==> src/lpm_pkg.sv <==
package lpm_pkg;
  localparam int unsigned ADDR_W = 16;
  localparam int unsigned DATA_W = 32;
  localparam int unsigned REG_W  = 16;
  localparam int unsigned SEL_W  = 3;

  // Printed offsets are word indices; byte address is four times the index
  localparam logic [ADDR_W-1:0] IDX_INDICATOR_CTRL = 16'h0462;
  localparam logic [ADDR_W-1:0] IDX_CLOCK_CTRL     = 16'h0463;
  localparam logic [ADDR_W-1:0] IDX_BOOT_STATUS    = 16'h0467;
  localparam logic [ADDR_W-1:0] ADDR_INDICATOR_CTRL = ADDR_W'(IDX_INDICATOR_CTRL * 4);
  localparam logic [ADDR_W-1:0] ADDR_CLOCK_CTRL     = ADDR_W'(IDX_CLOCK_CTRL * 4);
  localparam logic [ADDR_W-1:0] ADDR_BOOT_STATUS    = ADDR_W'(IDX_BOOT_STATUS * 4);

  localparam logic [REG_W-1:0] RST_INDICATOR_CTRL  = 16'h0000;
  localparam logic [REG_W-1:0] RST_CLOCK_CTRL      = 16'h0001;
  localparam logic [REG_W-1:0] MASK_INDICATOR_CTRL = 16'h7777;
  localparam logic [REG_W-1:0] MASK_CLOCK_CTRL     = 16'h00F7;

  // Field positions
  localparam int unsigned POS_A_SEL     = 0;
  localparam int unsigned POS_A_CLK     = 4;
  localparam int unsigned POS_B_SEL     = 8;
  localparam int unsigned POS_B_CLK     = 12;
  localparam int unsigned POS_C_SEL     = 0;
  localparam int unsigned POS_C_CLK     = 4;
  localparam int unsigned POS_AUTO      = 14;
  localparam int unsigned POS_ADDR02    = 12;
  localparam int unsigned POS_ADDR13    = 10;
  localparam int unsigned POS_ROLE      = 8;
  localparam int unsigned POS_HOST_TEST = 6;

  typedef enum logic [2:0] {
    LPM_SRC_OWN   = 3'b000,
    LPM_SRC_CLOCK = 3'b001,
    LPM_SRC_WAKE  = 3'b010,
    LPM_SRC_UV    = 3'b011,
    LPM_SRC_TS_TX = 3'b100,
    LPM_SRC_TS_RX = 3'b101,
    LPM_SRC_LOW   = 3'b110,
    LPM_SRC_HIGH  = 3'b111
  } lpm_src_t;

  localparam logic [1:0] MODE_1 = 2'h0;
  localparam logic [1:0] MODE_4 = 2'h3;
  localparam logic [3:0] CLKSRC_LINE = 4'h1;
endpackage

==> src/lpm_top.sv <==
module lpm_pin_sel
  import lpm_pkg::*;
#(
  parameter int unsigned CSW = 3
)(
  input  wire logic           pclk,
  input  wire logic           presetn,
  input  wire logic [SEL_W-1:0] sel,
  input  wire logic [CSW-1:0] clk_sel,
  input  wire logic           own_func,
  input  wire logic           crystal_input_clock,
  input  wire logic           transmit_line_clock,
  input  wire logic           wake_indication,
  input  wire logic           undervoltage,
  input  wire logic           ts_transmit,
  input  wire logic           ts_receive,
  output logic                pin_ff
);
  // Codes other than one fall back to the crystal clock
  wire use_line  = (clk_sel == CSW'(CLKSRC_LINE));
  wire clk_route = use_line ? transmit_line_clock : crystal_input_clock;
  logic nxt_pin;

  always_comb
  begin
    case (lpm_src_t'(sel))
      LPM_SRC_OWN:   nxt_pin = own_func;
      LPM_SRC_CLOCK: nxt_pin = clk_route;
      LPM_SRC_WAKE:  nxt_pin = wake_indication;
      LPM_SRC_UV:    nxt_pin = undervoltage;
      LPM_SRC_TS_TX: nxt_pin = ts_transmit;
      LPM_SRC_TS_RX: nxt_pin = ts_receive;
      LPM_SRC_LOW:   nxt_pin = 1'b0;
      LPM_SRC_HIGH:  nxt_pin = 1'b1;
      default:       nxt_pin = 1'b0;
    endcase
  end

  always_ff @(posedge pclk or negedge presetn)
  begin
    if (!presetn)
      pin_ff <= 1'b0;
    else
      pin_ff <= nxt_pin;
  end
endmodule

module lpm_top
(
  input  wire logic                       pclk,
  input  wire logic                       presetn,
  input  wire logic                       psel,
  input  wire logic                       penable,
  input  wire logic                       pwrite,
  input  wire logic [lpm_pkg::ADDR_W-1:0] paddr,
  input  wire logic [lpm_pkg::DATA_W-1:0] pwdata,
  output logic      [lpm_pkg::DATA_W-1:0] prdata,
  output logic                            pready,
  output logic                            pslverr,
  input  wire logic                       indicator_func_a,
  input  wire logic                       indicator_func_b,
  input  wire logic                       indicator_func_c,
  input  wire logic                       crystal_input_clock,
  input  wire logic                       transmit_line_clock,
  input  wire logic                       wake_indication,
  input  wire logic                       undervoltage,
  input  wire logic                       ts_transmit,
  input  wire logic                       ts_receive,
  input  wire logic                       strap_autonomous_en,
  input  wire logic                       strap_master_role,
  input  wire logic [3:0]                 strap_station_address,
  input  wire logic                       strap_host_interface_mode0,
  input  wire logic                       strap_test_mode0,
  output logic                            indicator_pin_a,
  output logic                            indicator_pin_b,
  output logic                            clock_output_pin
);
  import lpm_pkg::*;

  logic [REG_W-1:0]  indicator_ctrl_ff;
  logic [REG_W-1:0]  clock_ctrl_ff;
  logic [REG_W-1:0]  boot_status_ff;
  logic              strap_done_ff;
  logic [DATA_W-1:0] prdata_ff;
  logic              pready_ff;
  logic              pslverr_ff;

  wire hit_ind   = (paddr == ADDR_INDICATOR_CTRL);
  wire hit_clk   = (paddr == ADDR_CLOCK_CTRL);
  wire hit_boot  = (paddr == ADDR_BOOT_STATUS);
  wire mapped    = hit_ind | hit_clk | hit_boot;
  wire setup     = psel & ~penable;
  wire wr_commit = psel & penable & pready_ff & pwrite;

  wire [REG_W-1:0] wdata16  = pwdata[REG_W-1:0];
  wire [REG_W-1:0] nxt_ind  = wdata16 & MASK_INDICATOR_CTRL;
  wire [REG_W-1:0] nxt_clk  = wdata16 & MASK_CLOCK_CTRL;
  wire [REG_W-1:0] rd_sel   = hit_ind ? indicator_ctrl_ff :
                              hit_clk ? clock_ctrl_ff :
                              hit_boot ? boot_status_ff : '0;
  wire [DATA_W-1:0] nxt_prdata  = (setup & ~pwrite) ? {{(DATA_W-REG_W){1'b0}}, rd_sel} : '0;
  wire              nxt_pslverr = setup & ~mapped;

  // Pair codes count modes: (0,0)=1, (0,1)=2, (1,1)=3, (1,0)=4
  function automatic logic [1:0] pair_code(input logic first, input logic second);
    pair_code = {first, first ^ second};
  endfunction

  wire [1:0] auto_code = strap_autonomous_en ? MODE_1 : MODE_4;
  wire [1:0] role_code = strap_master_role ? MODE_4 : MODE_1;
  wire [1:0] a02_code  = pair_code(strap_station_address[0], strap_station_address[2]);
  wire [1:0] a13_code  = pair_code(strap_station_address[1], strap_station_address[3]);
  wire [1:0] ht_code   = pair_code(strap_host_interface_mode0, strap_test_mode0);
  // Lowest receive field relies on the board strapping mode 1, which reads 00
  wire [REG_W-1:0] nxt_boot = REG_W'((REG_W'(auto_code) << POS_AUTO) | (REG_W'(a02_code) << POS_ADDR02) |
                                     (REG_W'(a13_code) << POS_ADDR13) | (REG_W'(role_code) << POS_ROLE) |
                                     (REG_W'(ht_code) << POS_HOST_TEST));

  always_ff @(posedge pclk or negedge presetn)
  begin
    if (!presetn)
    begin
      pready_ff  <= 1'b0;
      prdata_ff  <= '0;
      pslverr_ff <= 1'b0;
    end
    else
    begin
      pready_ff  <= setup;
      prdata_ff  <= nxt_prdata;
      pslverr_ff <= nxt_pslverr;
    end
  end

  // Status register has no write path at all
  always_ff @(posedge pclk or negedge presetn)
  begin
    if (!presetn)
    begin
      indicator_ctrl_ff <= RST_INDICATOR_CTRL;
      clock_ctrl_ff     <= RST_CLOCK_CTRL;
    end
    else
    begin
      if (wr_commit && hit_ind)
        indicator_ctrl_ff <= nxt_ind;
      if (wr_commit && hit_clk)
        clock_ctrl_ff <= nxt_clk;
    end
  end

  // Straps are caught on the first edge after release, never under reset
  always_ff @(posedge pclk or negedge presetn)
  begin
    if (!presetn)
    begin
      strap_done_ff  <= 1'b0;
      boot_status_ff <= '0;
    end
    else if (!strap_done_ff)
    begin
      strap_done_ff  <= 1'b1;
      boot_status_ff <= nxt_boot;
    end
  end

  lpm_pin_sel #(.CSW(3)) u_pin_a (
    .pclk                (pclk),
    .presetn             (presetn),
    .sel                 (indicator_ctrl_ff[POS_A_SEL +: SEL_W]),
    .clk_sel             (indicator_ctrl_ff[POS_A_CLK +: 3]),
    .own_func            (indicator_func_a),
    .crystal_input_clock (crystal_input_clock),
    .transmit_line_clock (transmit_line_clock),
    .wake_indication     (wake_indication),
    .undervoltage        (undervoltage),
    .ts_transmit         (ts_transmit),
    .ts_receive          (ts_receive),
    .pin_ff              (indicator_pin_a)
  );

  lpm_pin_sel #(.CSW(3)) u_pin_b (
    .pclk                (pclk),
    .presetn             (presetn),
    .sel                 (indicator_ctrl_ff[POS_B_SEL +: SEL_W]),
    .clk_sel             (indicator_ctrl_ff[POS_B_CLK +: 3]),
    .own_func            (indicator_func_b),
    .crystal_input_clock (crystal_input_clock),
    .transmit_line_clock (transmit_line_clock),
    .wake_indication     (wake_indication),
    .undervoltage        (undervoltage),
    .ts_transmit         (ts_transmit),
    .ts_receive          (ts_receive),
    .pin_ff              (indicator_pin_b)
  );

  // Clock pin's own function is the third indicator
  lpm_pin_sel #(.CSW(4)) u_pin_clk (
    .pclk                (pclk),
    .presetn             (presetn),
    .sel                 (clock_ctrl_ff[POS_C_SEL +: SEL_W]),
    .clk_sel             (clock_ctrl_ff[POS_C_CLK +: 4]),
    .own_func            (indicator_func_c),
    .crystal_input_clock (crystal_input_clock),
    .transmit_line_clock (transmit_line_clock),
    .wake_indication     (wake_indication),
    .undervoltage        (undervoltage),
    .ts_transmit         (ts_transmit),
    .ts_receive          (ts_receive),
    .pin_ff              (clock_output_pin)
  );

  assign prdata  = prdata_ff;
  assign pready  = pready_ff;
  assign pslverr = pslverr_ff;
endmodule

==> config.mk <==
export PLATFORM = sky130hd
export DESIGN_NAME = lpm_top
export DESIGN_NICKNAME = d
export VERILOG_FILES = /design/src/lpm_pkg.sv /design/src/lpm_top.sv
export SDC_FILE = /design/constraint.sdc
export NUM_CORES = 1
export LEC_CHECK = 0
export BUFFER_PORTS_ARGS = -buffer_cell sky130_fd_sc_hd__buf_2
export CELL_PAD_IN_SITES_DETAIL_PLACEMENT = 2
export CELL_PAD_IN_SITES_GLOBAL_PLACEMENT = 2
export CORE_ASPECT_RATIO = 0.9
export CORE_MARGIN = 2
export CORE_UTILIZATION = 30
export CTS_CLUSTER_SIZE = 20
export DETAILED_ROUTE_END_ITERATION = 12
export PLACE_DENSITY_LB_ADDON = 0.08
export REMOVE_ABC_BUFFERS = 1
export SYNTH_ARGS = -nofsm -noshare
export SYNTH_HDL_FRONTEND = slang
export SYNTH_HIERARCHICAL = 1
export SYNTH_SLANG_ARGS = --single-unit
==> constraint.sdc <==
create_clock -name pclk -period 3.1 [get_ports pclk]
set_input_delay 0.465 -clock pclk [delete_from_list [all_inputs] [get_ports pclk]]
set_output_delay 0.465 -clock pclk [all_outputs]
set_load 0.03 [all_outputs]
### Yosys cells after proc, flatten, opt, wreduce, memory -nomap -nowiden

Cells that the tools add are included.

* reductions and logical operators: 5
* muxes and demuxes: 12
* order comparisons: 0
* add/subtract/negate cells: 0
* bitwise operators: 18
* equality and inequality tests: 27
* div/mod/pow operators: 0
* shift operators: 0
* $mul: 0

Operators with widths (number)
* $mux 16: 4
* $eq 16x13->1 const B: 3
* $eq 3x3->1 const B: 12
* $pmux 1 s8: 3
* $eq 3x2->1 const B: 6
* $or 16x10->16: 1
* $or 16x12->16: 1
* $or 16x14->16: 1
* $or 16x8->16: 1
* $eq 3x1->1 const B: 5
* $logic_not 3->1: 3
* $and 1x1->1: 6
* $eq 4x1->1 const B: 1
* $mux 2: 2
* $mux 1: 3
* $not 1->1: 3
* $xor 1x1->1: 3
* $logic_and 1x1->1: 2
* $or 1x1->1: 2

* word-level logic and storage cells: 72
* bits in latches: 0
* memories kept: 0
* bits in writable memories: 0
* bits in read-only memories: 0
* flip-flop bits (word level): 57
* input bits: 70

### Depth between registers and ports, before layout

Gate-level depths: netlist (run 1).

* depth in word-level cells: 5
* depth in mapped cells: 5

### By module

The synthesis (run 1) kept the hierarchy.

Modules (own cells, without submodules)
* lpm_top: sequential area each 1127.3 µm², cells each 157, instances 1, area an instance 1976.9 µm²
* lpm_pin_sel (u_pin_a ...): sequential area each 25.0 µm², cells each 14, instances 2, area an instance 118.9 µm²
* lpm_pin_sel (u_pin_clk): sequential area each 25.0 µm², cells each 12, instances 1, area an instance 131.4 µm²

### Worst setup path after synthesis (run 1)

OpenSTA, ideal clock, no wires.

* path type: input to register
* start: in paddr[13] (netlist bit)
* end: reg indicator_ctrl_ff[10]
* setup slack: 1006 ps
* arrival time: 1969 ps
* path buffers: 1
* library setup time: 125 ps
* cell stages on the path: 5
* path through: or4b_1 -> nand4b_4 -> nor3_4 -> buf_6 -> mux2_2

* word-level cells in the longest chain between the ends: 2

RTL lines
* start, declared: RTL line lpm_top.sv:55 `input wire logic [lpm_pkg::ADDR_W-1:0] paddr,`
* $eq 16x13->1: RTL line lpm_top.sv:88 `wire hit_ind = (paddr == ADDR_INDICATOR_CTRL);`
* $logic_and 1x1->1: RTL line lpm_top.sv:145 `if (wr_commit && hit_ind)`
* end signal, assigned: RTL line lpm_top.sv:146 `indicator_ctrl_ff <= nxt_ind;`
* end, declared: RTL line lpm_top.sv:80 `logic [REG_W-1:0] indicator_ctrl_ff;`

Every way passes these cells.
A chain may end at the register's enable or synchronous reset.

### Worst setup path in the final report (run 1)

* start: in paddr[13] (netlist bit)
* end: reg indicator_ctrl_ff[5]

Same word-level chain as after synthesis.

==> results of run 1 <==
-- per-stage QoR --
| stage | utilization (%) | std cells |
|---|---|---|
| after detailed placement | 36.4 | 360 |
| after global routing | 38.0 | 368 |
| final | 38.0 | 368 |
| after global placement | 36.4 | 360 |
| after CTS | 38.0 | 368 |
| after floorplan | - | 191 |
-- power by group through the flow --
| stage | clock network (uW) | logic [uW] | registers (uW) |
|---|---|---|---|
| 6_report | 483 | 132 | 651 |
| 5_1_grt | 528 | 146 | 653 |
| 4_1_cts | 507 | 134 | 652 |
| 3_5_place_dp | 0 | 134 | 664 |
| 3_3_place_gp | 0 | 132 | 663 |
| 2_1_floorplan | 0 | 60.4 | 667 |
-- sequential cells by signal, indices dropped and copies added, names as in the netlist --
signal,count
pready,1
clock_ctrl_ff,7
pslverr,1
indicator_ctrl_ff,12
boot_status_ff,8
u_pin_clk/pin_ff,1
prdata,15
strap_done_ff,1
u_pin_a/pin_ff,1
u_pin_b/pin_ff,1
-- cells in the mapped netlist, types with 2 or more instances --
cell / number
nand3_1: 2
nor4b_2: 2
xnor2_1: 3
buf_4: 17
nor2_1: 15
nand3b_1: 3
a211oi_2: 2
conb_1: 2
mux2i_1: 8
dfrtp_1: 47
o22ai_1: 2
inv_1: 6
nor2b_1: 3
a31o_2: 2
nand2_1: 8
a22oi_1: 5
or3_1: 2
or3b_1: 2
nor3b_1: 3
o21ai_0: 6
mux2_2: 22
and4bb_2: 4
nor4_1: 3
clkbuf_1: 4
a21oi_1: 5
nor3_4: 2
nand2b_1: 4
-- cell families (layout without fill, tap and decap cells) --
family	Yosys count	after routing	synth area share [%]
muxes	31	31	14.5
AOI/OAI and AO/OA	27	27	8.00
xor gates and xnor gates	3	3	1.12
buffers and inverters	28	87	7.52
and+or+nand+nor	58	58	17.3
other	2	18	0.320
DFF	48	48	51.3
-- worst paths after layout --
kind,to,from,slack (ns),cells past startpoint
max,indicator_ctrl_ff[5],paddr[13],1.12,6
min,prdata[1],presetn,0.17,1
max reg2reg,indicator_ctrl_ff[5],pready,1.64,4
min reg2reg,boot_status_ff[12],boot_status_ff[12],0.51,2
max in group asynchronous,boot_status_ff[11],presetn,2.31,2
min in group pclk,boot_status_ff[14],strap_autonomous_en,0.34,2
-- cell type report --
cell class / count / area, um^2
tap: 96 / 120
clock buffer: 6 / 82.6
fill: 836 / 4680
multi-input combinational: 137 / 1030
sequential: 48 / 1200
inverter: 6 / 22.5
timing repair buffer: 73 / 373
clock inverter: 2 / 38.8
-- per-layer routing --
| metal | track usage, % | share of wire, % |
|---|---|---|
| met5 | 0 | 0 |
| met4 | 3.79 | 0.64 |
| met3 | 3.59 | 5.6 |
| met2 | 23.2 | 47 |
| met1 | 18.8 | 47 |
==> impl_metrics.tcl, run 1 <==
set metrics [dict create \
    worst_path_dominant_cell_family "simple AND/OR/NAND/NOR gates" \
    syn_area_per_cell_um2 11.9 \
    clk_latency_ns 0.30 \
    clock_tree.root_cell "clkbuf_8" \
    netSwitchingFraction_pct 24.7 \
    worstPathMaxFanout 12 \
    timing_worst_slew_pin_value_ns 0.637 \
    worst_slew_margin_rel_pct 57.5 \
    cts_setup_buffers 0 \
    dr.first_iter.drc_count 27 \
    insertedDiodeCount 0 \
    io_buffers 70 \
    timing.critical_path.required_ns 3.29 \
    first_global_vias 1824 \
    cp_slowest_cell "or4b_1" \
    drv_cap 0 \
    ant_nets 0 \
    cellLeakagePower_uw 0.00143 \
    share_seq_of_total_power_pct 51.5 \
    die_area_um2 8540 \
    drive_above_1_share_pct 43.8 \
    cts_resized 0 \
    core_area_um2 7540 \
    h-tree-depth 2 \
    antenna_found_initial 0 \
    initial_utilization_pct 31.1 \
    vdd.ir_drop.worst_mv 0.173 \
    grt_first_pass_wirelength_mm 9.41 \
    layout_common_cells "buf_2 (70), dfrtp_1 (47), mux2_2 (22)" \
    skew_ns 0.00653 \
    longest_individual_stage_delay_on_the_worst_path_ns 0.54 \
    detailedPlace.worstSlack_ns 0.754 \
    finalCritPeriodShare_pct 63.8 \
    fraction_of_registers_with_async_set_reset_pct 100 \
    via_per_inst 4.65 \
    worst_ep_arrival_time_ns 2.17 \
    synth_sequential_area_ratio_pct 51.3 \
    area_delta_synth_final_pct 22.2 \
    mappedNetlistArea_um2 2350 \
    timing.critical_path.to_type "register" \
    cts.clk_slew.worst_paths_ns 0.09 \
    finalWorstSetupSlack_ns 1.12 \
    placement.cell_area_um2 2750 \
    synth_top_cell_area_share_pct 50.1 \
    cts.path.max_buffers 2 \
    cts_sinks 48 \
    path_buf_inv 2 \
    globalRouteTotalUtil_pct 14.1 \
    timing.critical_path.from_type "input port" \
    synth_top_flop_cell "dfrtp_1" \
    maxClockFrequency_mhz 505 \
    holdCritPathClass "in2async" \
    worstPathCellList "buf_2 > or4b_1 > nand4b_4 > nor3_4 > buf_4 > mux2_2" \
    power.density_cell_area_nw_per_um2 441 \
    yosys.cell_types.count 40 \
    design.final.nets 341 \
    most_common_cell_after_layout_fill_and_taps_aside "buf_2" \
    clock_tree_from_tritoncts "done" \
    rows 30 \
    p_comb_share_pct 10.4 \
    rsz0062_at_grt "no" \
    run_status "finished, final reports clean" \
    power_frac_clock_pct 38.1 \
    routed_vias 1713 \
    totalPowerFinal_uw 1270 \
    place_hpwl_mm 4.52 \
    largest_net_degree_at_the_start_of_global_routing 28 \
    post-route-drc-count 0 \
    finalCriticalPeriod_ns 1.98 \
    gp_routability_congestion 0.701 \
    dieHeight_um 87.9 \
    post_synth_edffs 0 \
    flops_latches_synth 48 \
    drt_wl_total_mm 5.77 \
    report.final.hold_viol_count 0 \
    dieWidth_um 97.2 \
    synth_area_leader_cell "dfrtp_1" \
    netlist_instances 197 \
    intPower_uw 952 \
    sum_of_negative_setup_slack_ns 0 \
    finish.instance_area_um2 2870 \
    finalSetupViolations 0 \
    synth-warning-count 6 \
    cts-buffers-inserted 5 \
    synthTopCellsByArea "dfrtp_1 (50%), mux2_2 (11%), buf_4 (5.4%)" \
    timing_worst_setup_path_type "in2reg" \
    grt_remaining_overflow 0 \
    net-switching-power_uw 313 \
    first_pass_iters 4 \
    detail_route.wl_per_cell_um 15.7 \
    holdBufCountCts 0 \
    number_of_ports_placed_on_the_die_boundary 107 \
    whs_ns 0.175 \
    timing.final.max_slew_violations 0 \
]
Note: power is estimated with default switching activity, not from simulation.
==> run 2, diff against run 1 <==
Settings changed: ABC_AREA set to 1, CORE_UTILIZATION 30 to 23.
Clock period 3.1 ns to 1.7 ns, I/O delays scaled along.
==> run 2 against run 1 <==
Worst hold slack lost 0.032 ns. Critical path depth up 4. Final cell count up 46%. Largest cell class unchanged.
==> impl_metrics.tcl, run 2 <==
set metrics [dict create \
    run_status "finished, final reports clean" \
    rows 36 \
    insertedDiodeCount 0 \
    dieHeight_um 104 \
    place_hpwl_mm 6.27 \
    clock_tree_from_tritoncts "done" \
    globalRouteTotalUtil_pct 14.1 \
    mappedNetlistArea_um2 2550 \
    syn_area_per_cell_um2 7.91 \
    fraction_of_registers_with_async_set_reset_pct 100 \
    clock_tree.root_cell "clkbuf_16" \
    via_per_inst 4.28 \
    register_to_register_path_depth 5 \
    synthTopCellsByArea "dfrtp_1 (46%), nand2_1 (12%), nand3_1 (7.7%)" \
    core_area_um2 10800 \
    worst_ep_arrival_time_ns 1.46 \
    layout_common_cells "nand2_1 (84), buf_2 (70), dfrtp_1 (47)" \
    initial_utilization_pct 23.6 \
    whs_path_depth 2 \
    first_global_vias 2595 \
    cts_sinks 48 \
    grt_first_pass_wirelength_mm 13.2 \
    synth-warning-count 6 \
    skew_ns 0.00382 \
    most_common_cell_after_layout_fill_and_taps_aside "nand2_1" \
    flops_latches_synth 48 \
    h-tree-depth 2 \
    grt_remaining_overflow 0 \
    cts.path.max_buffers 2 \
    post-synth-top-count-cell "nand2_1" \
    first_pass_iters 4 \
    cp_slowest_cell "nor2_4" \
    post-route-drc-count 0 \
    dr.first_iter.drc_count 26 \
    synth_top_cell_area_share_pct 46.2 \
    timing.critical_path.to_type "register" \
    vdd.ir_drop.worst_mv 0.384 \
    finalCritPeriodShare_pct 74.1 \
    io_buffers 70 \
    worstPathMaxFanout 11 \
    report.final.hold_viol_count 0 \
    met1Wirelength_mm 3.76 \
    met3_wirelength_um 237 \
    drt_wl_total_mm 7.74 \
    dieWidth_um 115 \
    ant_nets 0 \
    timing.critical_path.required_ns 1.90 \
    timing.reg2reg.setup_slack_ns 0.51 \
    synth_top_flop_cell "dfrtp_1" \
    hold_path_end "boot_status_ff[14]" \
    whs_ns 0.143 \
    maxUsedRoutingLayer "met4" \
    finalCriticalPeriod_ns 1.26 \
    die_area_um2 11900 \
    met2RoutedLength_mm 3.66 \
    synth_common_cells "nand2_1 (84), dfrtp_1 (47), inv_1 (42)" \
    gp_routability_congestion 0.696 \
    timing.final.max_slew_violations 0 \
    area_delta_synth_final_pct 26.6 \
    post_synth_edffs 0 \
    cellLeakagePower_uw 0.00176 \
    maxClockFrequency_mhz 794 \
    synth_sequential_area_ratio_pct 47.2 \
    detailedPlace.worstSlack_ns 0.0911 \
    clk_latency_ns 0.29 \
    timing.rr.start "pready" \
    totalPowerFinal_uw 2610 \
    finalWorstSetupSlack_ns 0.440 \
    largest_net_degree_at_the_start_of_global_routing 19 \
    worst_hold_startpoint "strap_autonomous_en" \
    cts-buffers-inserted 5 \
    detail_route.wl_per_cell_um 14.4 \
    rsz0062_at_grt "no" \
    drive_above_1_share_pct 28.9 \
    cts_setup_buffers 0 \
    holdCritPathClass "in2reg" \
    netlist_instances 322 \
    design.final.nets 474 \
    synth_area_leader_cell "dfrtp_1" \
    routed_vias 2303 \
    power.density_cell_area_nw_per_um2 811 \
    timing_worst_setup_path_type "in2reg" \
    drv_cap 0 \
    timing.critical_path.from_type "input port" \
    cts.clk_slew.worst_paths_ns 0.07 \
    number_of_flip_flops_under_the_largest_register_name 15 \
    yosys.cell_types.count 24 \
    finish.instance_area_um2 3220 \
    worstPathCellList "buf_2 > inv_2 > nand2_1 > nor2_2 > inv_2 > nor2_4 > nand2_2 > nor2_4 > nand2_1 > o21ai_0" \
    sum_of_negative_setup_slack_ns 0 \
    longest_individual_stage_delay_on_the_worst_path_ns 0.25 \
    reg2reg_to "clock_ctrl_ff[7]" \
    antenna_found_initial 0 \
    placement.cell_area_um2 3040 \
    number_of_ports_placed_on_the_die_boundary 107 \
    finalSetupViolations 0 \
]
## run 2: cell count changes in the layout (fill, tap and decap cells not counted), sizes merged, moves of 5 or more
cell    change
a22oi       -5
buf         +8
inv        +40
mux2       -20
mux2i       -8
nand2      +84
nand2b      -5
nand3      +37
nand4       +7
nor2       +18
o21ai      +14
## run 2: timing repair
item                                   CTS  global route
hold buffers                             1             0
endpoints found under the hold margin   15             0
resized for setup                        0             0
setup endpoints to repair                0             0
## run 2: cell type report
class	instances	area, um^2
tap	133	166
multi-input combinational	222	1060
inverter	45	169
clock buffer	5	125
fill	1298	7590
timing repair buffer	82	455
sequential	48	1200
clock inverter	3	46.3
## run 2: stage by stage
step                      std cells  utilization, %
after floorplan                 315               -
after global placement          529            28.1
after detailed placement        529            28.1
after CTS                       538            29.8
after global routing            538            29.8
final                           538            29.8
## run 2: kinds of logic after synthesis
| group | share of synthesized area [%] |
|---|---|
| and+or+nand+nor | 32.0 |
| buffers and inverters | 13.6 |
| DFF | 47.2 |
| AOI/OAI and AO/OA | 4.57 |
| xor gates and xnor gates | 1.03 |
| muxes | 1.33 |
| other | 0.295 |
## run 2: worst max-delay path by stage
stage / start / endpoint / slack [ns] / cells after the start
final: paddr[6] / prdata[13] / 0.44 / 10
after floorplan: pready / clock_ctrl_ff[0] / 0.27 / 4
after global routing: paddr[5] / prdata[8] / 0.25 / 10
after CTS: paddr[6] / prdata[8] / 0.40 / 10
after detailed placement: paddr[6] / prdata[8] / 0.09 / 10
after global placement: paddr[6] / prdata[13] / 0.11 / 10
## run 2: metal layers
metal / GRT usage, % / vias up
met5: 0 / -
met4: 3.18 / 0
met3: 2.63 / 7
met2: 23.3 / 43
met1: 19.1 / 1121
li1: - / 1132
## run 2: report_power, final
part	total (uW)	switching [uW]	leakage [uW]	internal [uW]
clock network	1180	475	0.0000804	700
registers	1180	16.5	0.000605	1170
logic	254	168	0.00107	86.2
## run 2: worst max-delay path: cells and delay by family
family,cells,cell delay [ns]
and+or+nand+nor,6,0.88
buffers and inverters,3,0.20
AOI/OAI and AO/OA,1,0.10
